==> src/verilog/adcsrc_pkg.sv <==
// constants and types for the converter sequence/result control block
//
// Overview of operation
// - any write to byte lane 0 of sequence_result_control aborts the running sequence
// - bit 7 picks left (0) or right (1) justified unsigned results
// - bits 6..3 give conversions per sequence; reset value gives four
// - with bit 2 clear, result n goes to result register n
// - fifo placement keeps the counter across sequence end; a start write clears it
// - fifo counter wraps to result register 0 after the last one
// - status register shows the 4-bit conversion counter
// - abort or start write clears the counter, fifo mode too
// - fifo placement forces all compare enables to zero
// - bits 1..0 pick the response to a debugger freeze
// - per-result complete flags show which results hold valid data
package adcsrc_pkg;

  // ----------------------------------------
  // register indices, byte address is 4x
  // ----------------------------------------
  localparam int ADDR_W = 8;
  localparam logic [5:0] CTL3_IDX = 6'h03;
  localparam logic [5:0] START_IDX = 6'h05;
  localparam logic [5:0] STAT0_IDX = 6'h06;
  localparam logic [5:0] FLAGS_IDX = 6'h08;
  localparam logic [5:0] RES_BASE_IDX = 6'h10;

  // ----------------------------------------
  // fields and reset values
  // ----------------------------------------
  localparam logic [7:0] CTL3_RST = 8'h20;
  localparam int JUSTIFY_BIT = 7;
  localparam int SEQ_LEN_LSB = 3;
  localparam int FIFO_BIT = 2;
  localparam int FREEZE_LSB = 0;
  localparam int SCAN_BIT = 5;
  localparam int BUSY_BIT = 7;
  localparam int NRES = 16;
  localparam int CNT_W = 4;

  // ----------------------------------------
  // encodings
  // ----------------------------------------
  localparam logic [1:0] FREEZE_RUN = 2'h0;
  localparam logic [1:0] FREEZE_FINISH = 2'h2;
  localparam logic [1:0] FREEZE_NOW = 2'h3;
  localparam logic [1:0] RESP_OKAY = 2'h0;
  localparam logic [1:0] RESP_SLVERR = 2'h2;

  typedef enum logic [1:0] {
    ST_IDLE = 2'b00,
    ST_ISSUE = 2'b01,
    ST_WAIT = 2'b10
  } adcsrc_state_e;

endpackage : adcsrc_pkg

==> src/verilog/adcsrc_axil_slave.sv <==
// axi4-lite slave front end: one write and one read in flight
`timescale 1ns/1ps
module adcsrc_axil_slave #(
  parameter int ADDR_W = 8
) (
  // clock and reset
  input wire logic aclk,
  input wire logic aresetn,
  // write address and data
  input wire logic [ADDR_W-1:0] awaddr,
  input wire logic awvalid,
  output logic awready,
  input wire logic [31:0] wdata,
  input wire logic [3:0] wstrb,
  input wire logic wvalid,
  output logic wready,
  // write response
  output logic [1:0] bresp,
  output logic bvalid,
  input wire logic bready,
  // read channels
  input wire logic [ADDR_W-1:0] araddr,
  input wire logic arvalid,
  output logic arready,
  output logic [31:0] rdata,
  output logic [1:0] rresp,
  output logic rvalid,
  input wire logic rready,
  // register side
  output logic wr_fire,
  output logic [ADDR_W-1:0] wr_addr,
  output logic [31:0] wr_data,
  output logic [3:0] wr_strb,
  input wire logic wr_ok,
  output logic [ADDR_W-1:0] rd_addr,
  input wire logic [31:0] rd_data,
  input wire logic rd_ok
);

  logic aw_have;
  logic w_have;

  // address and data may arrive in either order
  assign awready = !aw_have;
  assign wready = !w_have;
  assign wr_fire = aw_have && w_have && !bvalid;
  assign arready = !rvalid;
  assign rd_addr = araddr;

  // write address holding
  always_ff @(posedge aclk) begin
    if (!aresetn) begin
      aw_have <= 1'b0;
      wr_addr <= '0;
    end else if (awvalid && awready) begin
      aw_have <= 1'b1;
      wr_addr <= awaddr;
    end else if (wr_fire) begin
      aw_have <= 1'b0;
    end
  end

  // write data holding
  always_ff @(posedge aclk) begin
    if (!aresetn) begin
      w_have <= 1'b0;
      wr_data <= '0;
      wr_strb <= '0;
    end else if (wvalid && wready) begin
      w_have <= 1'b1;
      wr_data <= wdata;
      wr_strb <= wstrb;
    end else if (wr_fire) begin
      w_have <= 1'b0;
    end
  end

  // response follows the register write by one edge
  always_ff @(posedge aclk) begin
    if (!aresetn) begin
      bvalid <= 1'b0;
      bresp <= adcsrc_pkg::RESP_OKAY;
    end else if (wr_fire) begin
      bvalid <= 1'b1;
      bresp <= wr_ok ? adcsrc_pkg::RESP_OKAY : adcsrc_pkg::RESP_SLVERR;
    end else if (bready) begin
      bvalid <= 1'b0;
    end
  end

  // read data is captured at the address handshake
  always_ff @(posedge aclk) begin
    if (!aresetn) begin
      rvalid <= 1'b0;
      rdata <= '0;
      rresp <= adcsrc_pkg::RESP_OKAY;
    end else if (arvalid && arready) begin
      rvalid <= 1'b1;
      rdata <= rd_ok ? rd_data : 32'h0000_0000;
      rresp <= rd_ok ? adcsrc_pkg::RESP_OKAY : adcsrc_pkg::RESP_SLVERR;
    end else if (rready) begin
      rvalid <= 1'b0;
    end
  end

endmodule : adcsrc_axil_slave

==> src/verilog/adcsrc_conv_counter.sv <==
// conversion counter: result register index for the next result
`timescale 1ns/1ps
module adcsrc_conv_counter #(
  parameter int CNT_W = 4
) (
  // clock and reset
  input wire logic aclk,
  input wire logic aresetn,
  // control
  input wire logic clr,
  input wire logic adv,
  input wire logic seq_wrap,
  // count
  output logic [CNT_W-1:0] cnt
);

  // a zero-width counter cannot index the result file
  generate
    if (CNT_W < 1) begin : g_bad_width
      $error("CNT_W must be at least 1");
    end
  endgenerate

  // clear beats advance; natural overflow wraps the result file
  always_ff @(posedge aclk) begin
    if (!aresetn || clr) begin
      cnt <= '0;
    end else if (adv) begin
      if (seq_wrap) begin
        cnt <= '0;
      end else begin
        cnt <= CNT_W'(cnt + 1'b1);
      end
    end
  end

endmodule : adcsrc_conv_counter

==> src/verilog/adcsrc_top.sv <==
// sequence length, result placement, justification and freeze control
//
// Local design decision: the AXI4-Lite interface to the registers.
`timescale 1ns/1ps
module adcsrc_top #(
  parameter int RES_W = 12
) (
  // clock and reset
  input wire logic aclk,
  input wire logic aresetn,
  // axi4-lite write
  input wire logic [7:0] awaddr,
  input wire logic awvalid,
  output logic awready,
  input wire logic [31:0] wdata,
  input wire logic [3:0] wstrb,
  input wire logic wvalid,
  output logic wready,
  output logic [1:0] bresp,
  output logic bvalid,
  input wire logic bready,
  // axi4-lite read
  input wire logic [7:0] araddr,
  input wire logic arvalid,
  output logic arready,
  output logic [31:0] rdata,
  output logic [1:0] rresp,
  output logic rvalid,
  input wire logic rready,
  // converter core
  output logic conv_start,
  output logic conv_abort,
  output logic conv_freeze,
  input wire logic conv_done,
  input wire logic [RES_W-1:0] conv_data,
  // debugger
  input wire logic freeze_req,
  // compare enables
  input wire logic compare_irq_enable,
  input wire logic [15:0] per_result_compare_enable,
  output logic cmp_irq_en_out,
  output logic [15:0] cmp_en_out
);

  // ----------------------------------------
  // parameter checks
  // ----------------------------------------
  generate
    if (RES_W < 1 || RES_W > 16) begin : g_bad_width
      $error("RES_W must lie in 1..16");
    end
  endgenerate

  // ----------------------------------------
  // helpers
  // ----------------------------------------
  // word index of a byte address
  function automatic logic [5:0] word_idx(input logic [7:0] a);
    word_idx = a[7:2];
  endfunction : word_idx

  // length field to count; zero means the full file
  function automatic logic [4:0] seq_count(input logic [3:0] f);
    seq_count = (f == 4'h0) ? 5'h10 : {1'b0, f};
  endfunction : seq_count

  // place raw data into the 16-bit result word
  function automatic logic [15:0] justify(input logic right,
                                          input logic [RES_W-1:0] d);
    logic [15:0] w;
    w = 16'h0000;
    w[RES_W-1:0] = d;
    justify = right ? w : 16'(w << (16 - RES_W));
  endfunction : justify

  // ----------------------------------------
  // declarations
  // ----------------------------------------
  logic wr_fire, wr_ok, rd_ok, ctl3_wr, start_wr, flags_wr, abort;
  logic [7:0] wr_addr, rd_addr, ctl3_reg;
  logic [31:0] wr_data, rd_data;
  logic [3:0] wr_strb, cnt;
  logic scan_reg, accept_done, last, hold, fifo;
  logic [15:0] flags_reg;
  logic [15:0] res_mem [adcsrc_pkg::NRES];
  logic [4:0] seq_idx_reg;
  adcsrc_pkg::adcsrc_state_e state_reg;
  logic [1:0] freeze_code;

  // ----------------------------------------
  // bus slave
  // ----------------------------------------
  adcsrc_axil_slave #(
    .ADDR_W(adcsrc_pkg::ADDR_W)
  ) adcsrc_axil_slave_i (
    .aclk(aclk), .aresetn(aresetn),
    .awaddr(awaddr), .awvalid(awvalid), .awready(awready),
    .wdata(wdata), .wstrb(wstrb), .wvalid(wvalid), .wready(wready),
    .bresp(bresp), .bvalid(bvalid), .bready(bready),
    .araddr(araddr), .arvalid(arvalid), .arready(arready),
    .rdata(rdata), .rresp(rresp), .rvalid(rvalid), .rready(rready),
    .wr_fire(wr_fire), .wr_addr(wr_addr), .wr_data(wr_data),
    .wr_strb(wr_strb), .wr_ok(wr_ok), .rd_addr(rd_addr),
    .rd_data(rd_data), .rd_ok(rd_ok)
  );

  // ----------------------------------------
  // write decode
  // ----------------------------------------
  // writes to the result words or the status are refused
  assign wr_ok = word_idx(wr_addr) == adcsrc_pkg::CTL3_IDX ||
                 word_idx(wr_addr) == adcsrc_pkg::START_IDX ||
                 word_idx(wr_addr) == adcsrc_pkg::FLAGS_IDX;
  assign ctl3_wr = wr_fire && wr_strb[0] &&
                   word_idx(wr_addr) == adcsrc_pkg::CTL3_IDX;
  assign start_wr = wr_fire && wr_strb[0] &&
                    word_idx(wr_addr) == adcsrc_pkg::START_IDX;
  assign flags_wr = wr_fire && word_idx(wr_addr) == adcsrc_pkg::FLAGS_IDX;
  assign abort = ctl3_wr || start_wr;

  // control fields
  assign fifo = ctl3_reg[adcsrc_pkg::FIFO_BIT];
  assign freeze_code = ctl3_reg[adcsrc_pkg::FREEZE_LSB +: 2];

  // ----------------------------------------
  // control registers
  // ----------------------------------------
  // sequence_result_control, byte lane 0 only
  always_ff @(posedge aclk) begin
    if (!aresetn) begin
      ctl3_reg <= adcsrc_pkg::CTL3_RST;
    end else if (ctl3_wr) begin
      ctl3_reg <= wr_data[7:0];
    end
  end

  // scan bit of sequence_start_control
  always_ff @(posedge aclk) begin
    if (!aresetn) begin
      scan_reg <= 1'b0;
    end else if (start_wr) begin
      scan_reg <= wr_data[adcsrc_pkg::SCAN_BIT];
    end
  end

  // ----------------------------------------
  // sequencer
  // ----------------------------------------
  // last conversion of the programmed length
  assign last = seq_idx_reg ==
    5'(seq_count(ctl3_reg[adcsrc_pkg::SEQ_LEN_LSB +: 4]) - 5'h01);

  // both freeze-stop codes keep the next conversion from starting
  assign hold = freeze_req &&
                (freeze_code == adcsrc_pkg::FREEZE_FINISH ||
                 freeze_code == adcsrc_pkg::FREEZE_NOW);

  // a result landing with an abort is dropped, abort wins
  assign accept_done = state_reg == adcsrc_pkg::ST_WAIT && conv_done &&
                       !abort;

  // state: any control write ends the running sequence
  always_ff @(posedge aclk) begin
    if (!aresetn) begin
      state_reg <= adcsrc_pkg::ST_IDLE;
    end else if (ctl3_wr) begin
      state_reg <= adcsrc_pkg::ST_IDLE;
    end else if (start_wr) begin
      state_reg <= adcsrc_pkg::ST_ISSUE;
    end else begin
      case (state_reg)
        adcsrc_pkg::ST_ISSUE: begin
          if (!hold) begin
            state_reg <= adcsrc_pkg::ST_WAIT;
          end
        end
        adcsrc_pkg::ST_WAIT: begin
          if (conv_done) begin
            state_reg <= (last && !scan_reg) ? adcsrc_pkg::ST_IDLE :
                                               adcsrc_pkg::ST_ISSUE;
          end
        end
        default: begin
          state_reg <= adcsrc_pkg::ST_IDLE;
        end
      endcase
    end
  end

  // position within the sequence
  always_ff @(posedge aclk) begin
    if (!aresetn || abort) begin
      seq_idx_reg <= '0;
    end else if (accept_done) begin
      seq_idx_reg <= last ? 5'h00 : 5'(seq_idx_reg + 5'h01);
    end
  end

  // start pulse to the core, one per conversion
  always_ff @(posedge aclk) begin
    if (!aresetn) begin
      conv_start <= 1'b0;
    end else begin
      conv_start <= !abort && !hold &&
                    state_reg == adcsrc_pkg::ST_ISSUE;
    end
  end

  // abort pulse only when something was running
  always_ff @(posedge aclk) begin
    if (!aresetn) begin
      conv_abort <= 1'b0;
    end else begin
      conv_abort <= abort && state_reg != adcsrc_pkg::ST_IDLE;
    end
  end

  // immediate freeze pauses the core mid-conversion
  always_ff @(posedge aclk) begin
    if (!aresetn) begin
      conv_freeze <= 1'b0;
    end else begin
      conv_freeze <= freeze_req && freeze_code == adcsrc_pkg::FREEZE_NOW &&
                     state_reg == adcsrc_pkg::ST_WAIT && !abort;
    end
  end

  // ----------------------------------------
  // result placement
  // ----------------------------------------

  // non-fifo returns to register 0 at each sequence end
  adcsrc_conv_counter #(
    .CNT_W(adcsrc_pkg::CNT_W)
  ) adcsrc_conv_counter_i (
    .aclk(aclk), .aresetn(aresetn), .clr(abort),
    .adv(accept_done), .seq_wrap(last && !fifo),
    .cnt(cnt)
  );

  // result file, no reset needed for data storage
  always_ff @(posedge aclk) begin
    if (accept_done) begin
      res_mem[cnt] <= justify(ctl3_reg[adcsrc_pkg::JUSTIFY_BIT],
                              conv_data);
    end
  end

  // complete flags: set beats a write-one clear in the same edge
  generate
    for (genvar i = 0; i < adcsrc_pkg::NRES; i++) begin : g_flag
      always_ff @(posedge aclk) begin
        if (!aresetn) begin
          flags_reg[i] <= 1'b0;
        end else if (accept_done && cnt == 4'(i)) begin
          flags_reg[i] <= 1'b1;
        end else if (start_wr) begin
          flags_reg[i] <= 1'b0;
        end else if (flags_wr && wr_strb[i/8] && wr_data[i]) begin
          flags_reg[i] <= 1'b0;
        end
      end
    end
  endgenerate

  // ----------------------------------------
  // compare gating
  // ----------------------------------------
  // fifo placement makes compare slots meaningless, so force off
  always_ff @(posedge aclk) begin
    if (!aresetn) begin
      cmp_irq_en_out <= 1'b0;
      cmp_en_out <= 16'h0000;
    end else begin
      cmp_irq_en_out <= compare_irq_enable && !fifo;
      cmp_en_out <= fifo ? 16'h0000 : per_result_compare_enable;
    end
  end

  // ----------------------------------------
  // read decode
  // ----------------------------------------
  // reads have no side effects
  always_comb begin
    rd_data = 32'h0000_0000;
    rd_ok = 1'b1;
    if (word_idx(rd_addr) >= adcsrc_pkg::RES_BASE_IDX &&
        word_idx(rd_addr) < adcsrc_pkg::RES_BASE_IDX + 6'h10) begin
      rd_data[15:0] = res_mem[rd_addr[5:2]];
    end else begin
      case (word_idx(rd_addr))
        adcsrc_pkg::CTL3_IDX: rd_data[7:0] = ctl3_reg;
        adcsrc_pkg::START_IDX: rd_data[adcsrc_pkg::SCAN_BIT] = scan_reg;
        adcsrc_pkg::STAT0_IDX: begin
          rd_data[3:0] = cnt;
          rd_data[adcsrc_pkg::BUSY_BIT] =
            state_reg != adcsrc_pkg::ST_IDLE;
        end
        adcsrc_pkg::FLAGS_IDX: rd_data[15:0] = flags_reg;
        default: rd_ok = 1'b0;
      endcase
    end
  end
endmodule : adcsrc_top
==> config.mk <==
export PLATFORM = sky130hd
export DESIGN_NAME = adcsrc_top
export DESIGN_NICKNAME = d
export VERILOG_FILES = /design/src/verilog/adcsrc_pkg.sv /design/src/verilog/adcsrc_axil_slave.sv /design/src/verilog/adcsrc_conv_counter.sv /design/src/verilog/adcsrc_top.sv
export SDC_FILE = /design/constraint.sdc
export NUM_CORES = 1
export LEC_CHECK = 0
export ABC_CLOCK_PERIOD_IN_PS = 2700
export BUFFER_PORTS_ARGS = -buffer_cell sky130_fd_sc_hd__buf_2
export CORE_MARGIN = 2
export CORE_UTILIZATION = 45
export DETAILED_ROUTE_END_ITERATION = 16
export PLACE_DENSITY = 0.7
export SYNTH_ARGS = -nofsm -noshare
export SYNTH_HDL_FRONTEND = slang
export SYNTH_SLANG_ARGS = --single-unit
==> constraint.sdc <==
create_clock -name aclk -period 2.7 [get_ports aclk]
set_input_delay 0.54 -clock aclk [delete_from_list [all_inputs] [get_ports aclk]]
set_output_delay 0.54 -clock aclk [all_outputs]
set_load 0.005 [all_outputs]
# After elaboration in Yosys (flattened, before gate mapping)
# Memories as Yosys holds them, arrays and structs flattened.
# Cells that the tools add are included.
# totals
regBits,122
latchBits,0
ram_bits,256
romBits,0
input_bits,90
output_inout_bits,61
wordCells,252
n_memories,1
# op_classes
add_sub_neg,3
multipliers,0
div_mod_pow,0
magnitude_cmp,2
eq_ne,31
shifts,0
mux,78
bitwise_logic,1
n_reduce_logical,99
# memory_table
memory,depth,word_bits,read_ports,rd_clocked_by_memory_dff,write_ports,line_no,source
res_mem,16,16,1,0,1,adcsrc_top.sv:85,logic [15:0] res_mem [adcsrc_pkg::NRES];
# op_table
op,n
$mux 1,61
$logic_and 1x1->1,56
$mux 16,3
$reduce_bool 3->1,16
$eq 4x4->1 const B,8
$eq 6x3->1 const B,3
$eq 4x3->1 const B,4
$eq 6x2->1 const B,2
$eq 6x4->1 const B,2
$pmux 4 s3,1
$mux 5,2
$reduce_bool 2->1,5
$logic_not 1->1,9
$eq 4x2->1 const B,2
$logic_not 4->1,2
$mux 2,4
$mux 8,1
$eq 2x2->1 const B,3
$ge 6x5->1 const B,1
$lt 6x6->1 const B,1
$ne 3x3->1 const B,2
$pmux 1 s3,2
$add 5x1->5 const B,1
$eq 5x5->1,1
14 further kinds,22

# Depth between registers and ports, before layout
# depth
ltp_word,9
ltp_mapped,7
depth_no_buf,7

# Hierarchy
# A second synthesis with hierarchy kept.
# hier_totals
hier_cells,1104
area_unflattened_um2,15962.8
# modules_own_cells
module,n_inst,cells_each,area_each_um2,seq_area_each_um2
adcsrc_top,1,721,12489.5,8728.4
adcsrc_axil_slave,1,364,3291.9,1641.6
adcsrc_conv_counter,1,19,181.4,80.1

# Worst setup path after synthesis
# OpenSTA, ideal clock, no wires.
# synth_path
path_kind,reg2reg
start,register adcsrc_axil_slave_i.wr_addr[3]
end,"memory res_mem[3][0], enable pin"
setup_ps,412
arrival_ps,2462
path_slack_ps,-174
path_stages_with_launch,6
period_less_slack_ps,2874
cell_sequence,dfxtp_1 -> xnor2_1 -> o311a_1 -> clkbuf_1 -> nand2_1 -> nor3_1
# synth_via
elab_chain_cells,7
# synth_lines
item,line_no,source
start: declaration,adcsrc_axil_slave.sv:31,"output logic [ADDR_W-1:0] wr_addr,"
start signal: assignment,adcsrc_axil_slave.sv:57,wr_addr <= awaddr;
$eq 6x2->1 or $eq 6x3->1 (tied branches),"adcsrc_top.sv:115, adcsrc_top.sv:117",
"$logic_and 1x1->1, on equally long branches","adcsrc_top.sv:114, adcsrc_top.sv:116",
$logic_or 1x1->1 (*),adcsrc_top.sv:119,assign abort = ctl3_wr || start_wr;
$logic_not 1->1 (*),adcsrc_top.sv:160,!abort;
$logic_and 1x1->1 (*),adcsrc_top.sv:159,assign accept_done = state_reg == adcsrc_pkg::ST_WAIT && conv_done &&
$mux 1 (*),adcsrc_top.sv:243,if (accept_done) begin
$mux 1 (implied by the code) (*),adcsrc_top.sv:244,"res_mem[cnt] <= justify(ctl3_reg[adcsrc_pkg::JUSTIFY_BIT],"
end: declaration,adcsrc_top.sv:85,
# Every way passes the cells marked *; elsewhere a longest branch is shown, timed or not.

# Worst setup path in the final report
# layout_path
start,register adcsrc_axil_slave_i.wr_addr[3]
end,"memory res_mem[14][0], enable pin"
# Same word-level chain as after synthesis.

==> results.py <==
metrics = {
    "run_status": {
        "status": "finished clean",
    },
    "global_route": {
        "grt_use_total_pct": 19.9,
        "grt_max_degree": 30,
        "grt_antenna_before_repair": 1,
        "grt_remaining_overflow": 0,
        "grt_pass1_wl_mm": 50.1,
        "grt_pass1_vias": 8295,
    },
    "worst_setup_path": {
        "crit_fanout": 16,
        "slowest_delay_ns": 0.88,
        "crit_buf_inv": 1,
        "cp_top_family": "simple AND/OR/NAND/NOR gates",
        "crit_arrival_ns": 2.70,
        "worstPathRequired_ns": 2.94,
        "cp.depth": 5,
        "slowest_stage": "nor2_2",
        "rr_worst_depth": 5,
        "rrSetupSlack_ns": 0.24,
        "startpoint_type": "register",
        "crit_chain": "xnor2_1 -> o311a_1 -> nand2_1 -> nor2_2 -> buf_4",
        "endpoint_kind": "register",
        "crit_type": "register to register",
    },
    "finish": {
        "most-common-layout-cells": "edfxtp_1 (256), buf_2 (109), dfxtp_1 (102)",
        "finalInstanceArea_sq_mm": 0.0170,
        "top_register": "res_mem",
        "syn2layout_area_growth_pct": 17.6,
        "utilization_pct": 53.8,
        "largest_register_ffs": 256,
        "drive_above_1_share_pct": 29.5,
        "nNetsFinal": 1194,
        "fillers": 2556,
        "num_antenna_cells": 0,
        "final_common_cell": "edfxtp_1",
    },
    "routing": {
        "vias_per_cell": 5.53,
        "drt.antenna.violating_nets": 0,
        "first_pass_iters": 5,
        "drt_iter0_drc": 746,
        "vias": 8424,
        "route.detailed.drc": 0,
        "wl_per_cell_um": 21.5,
        "finalWirelength_mm": 32.8,
    },
    "yosys": {
        "synth.distinct_cells": 57,
        "yosysTopAreaCell": "edfxtp_1",
        "yosys_most_used_dff": "edfxtp_1",
        "ys_async_sr_fraction_pct": 0,
        "synth_edf_count": 256,
        "netlist_instances": 930,
        "ys_seq_area_share_pct": 67.4,
        "synth.top_cell.area_share_pct": 53.2,
        "synth_seq_cells": 358,
        "synth_warnings": 0,
        "ys_top_cells_by_area": "edfxtp_1 (53%), dfxtp_1 (14%), mux4_2 (11%), nand2_1 (2.4%), mux2i_1 (2.3%)",
        "synth.avg_cell_area_sq_um": 15.5,
        "netlist_area_sq_mm": 0.0144,
    },
    "min_path": {
        "hold_path_class": "input port to register",
        "worstHoldPathCells": 2,
    },
    "floorplanning": {
        "dieHeight_um": 183,
        "dieWidth_um": 183,
        "io_pins": 151,
        "die_area_sq_mm": 0.0335,
        "start_util_pct": 45.8,
        "coreArea_sq_mm": 0.0316,
        "num_rows": 65,
    },
    "clock_tree": {
        "cts.sinks": 358,
        "clock_tree.buffer_depth": 3,
        "ctsResizeCount": 0,
        "cts_buffers": 37,
        "clk_pin_slew_worst_paths_ns": 0.06,
        "cts_setup_buffers": 0,
        "h-tree-depth": 2,
        "root_buffer": "clkbuf_16",
        "cts_tree": "yes",
        "hold_buffers": 0,
        "insertion_delay_ns": 0.53,
    },
    "pwr": {
        "power.internal_uw": 9000,
        "pwr-share-clk_pct": 42.9,
        "ir_drop_v": 0.000456,
        "p_leak_uw": 0.00604,
        "combPwrFrac_pct": 5.1,
        "p_per_area_mw_per_mm2": 673,
        "switching_share_pct": 21.3,
        "power.switching_uw": 2430,
        "seqPwrFrac_pct": 52.0,
    },
    "sta": {
        "setup_ws_ns": 0.239,
        "fmax_mhz": 406,
        "rsz0062_at_grt": "no",
        "hold-worst-slack_ns": 0.210,
        "period_needed_ns": 2.46,
        "setup_viol": 0,
        "relSlewSlack_pct": 23.4,
        "fin_setup_tns_ns": 0,
        "hold_violations": 0,
        "fin_crit_sh_pct": 91.1,
        "tightest_slew_ns": 1.15,
        "maxSlewViolCount": 0,
        "finClkSkew_ns": 0.0154,
    },
    "placement": {
        "finalWeightedCongestion": 0.800,
        "dp_hpwl_mm": 21.3,
        "io_buffers": 110,
        "post-place-ws_ns": 0.0993,
        "dpl-instance-area_sq_mm": 0.0158,
    },
    "job": {
        "drv_cap": 0,
    },
}
## worst register-to-register path, cell delays in order, from the launching register on
cell and delay [ns]:
dfxtp_1 0.35, xnor2_1 0.26, o311a_1 0.29, nand2_1 0.13
nor2_2 0.88, buf_4 0.27
## layout make-up
type                    count  area (sq um)  share of cell area (%)
well taps                 402           503                    2.96
clock inverters            19           150                   0.884
flip-flops and latches    358          9730                    57.3
repair buffers            175          1100                    6.49
inverters                  12          45.0                   0.265
multi-input cells         509          4430                    26.1
clock buffers              48          1030                    6.06
## power groups by stage
stage	sequential (uW)	combinational [uW]	clock, uW
2_1_floorplan	6060	369	0
3_3_place_gp	6060	574	0
3_5_place_dp	6060	583	0
4_1_cts	5950	587	4980
5_1_grt	5950	639	5200
6_report	5950	580	4900
## synthesized netlist by cell type, types with 4 or more instances
| cell | number |
|---|---|
| a21oi_1 | 23 |
| nand2b_1 | 9 |
| and2_1 | 24 |
| a221oi_1 | 7 |
| o21ai_0 | 16 |
| a211oi_1 | 9 |
| inv_1 | 12 |
| a21boi_0 | 19 |
| clkbuf_1 | 31 |
| and3_1 | 19 |
| dfxtp_1 | 102 |
| buf_2 | 7 |
| buf_4 | 22 |
| mux4_2 | 70 |
| nor3_1 | 11 |
| buf_1 | 7 |
| ha_1 | 11 |
| xor2_1 | 4 |
| edfxtp_1 | 256 |
| o21a_1 | 16 |
| mux2_2 | 10 |
| nor2b_1 | 27 |
| mux2i_1 | 33 |
| nand3_1 | 10 |
| o31ai_1 | 4 |
| a22o_1 | 9 |
| nand2_1 | 92 |
| nor2_1 | 26 |
## metrics by stage
stage | cells | power [uW]
2_1_floorplan | 947 | 6430
3_3_place_gp | 1456 | 6640
3_5_place_dp | 1456 | 6650
4_1_cts | 1523 | 11500
5_1_grt | 1523 | 11800
6_report | 1523 | 11400
## path summary, 6_finish.rpt
path | from | endpoint
worst min-delay path | per_result_compare_enable[14] | cmp_en_out[14]
worst min register to register | adcsrc_axil_slave_i.rdata[14] | adcsrc_axil_slave_i.rdata[14]
worst max register to register | adcsrc_axil_slave_i.wr_addr[3] | res_mem[14][0]
worst max-delay path | adcsrc_axil_slave_i.wr_addr[3] | res_mem[14][0]
## routing by layer
layer  vias to the layer above  routed length, um  share of wire [%]  GRT usage (%)
met5                         -                  0                  0              0
met4                         0                588                1.8           4.70
met3                        48               2510                7.6           4.27
met2                       325              15500                 47           32.4
met1                      4201              14200                 43           27.7
li1                       3850                  -                  -              -
## cells by family after synthesis
group | Yosys count | synth area share (%)
other cells | 1 | 0.0260
fa+ha+maj | 11 | 0.953
simple gates | 238 | 8.55
compound gates | 121 | 5.87
flops | 358 | 67.4
buf+inv | 80 | 2.76
mux | 114 | 14.1
xor+xnor | 7 | 0.424
No activity file was read; power rests on OpenSTA's default activity.
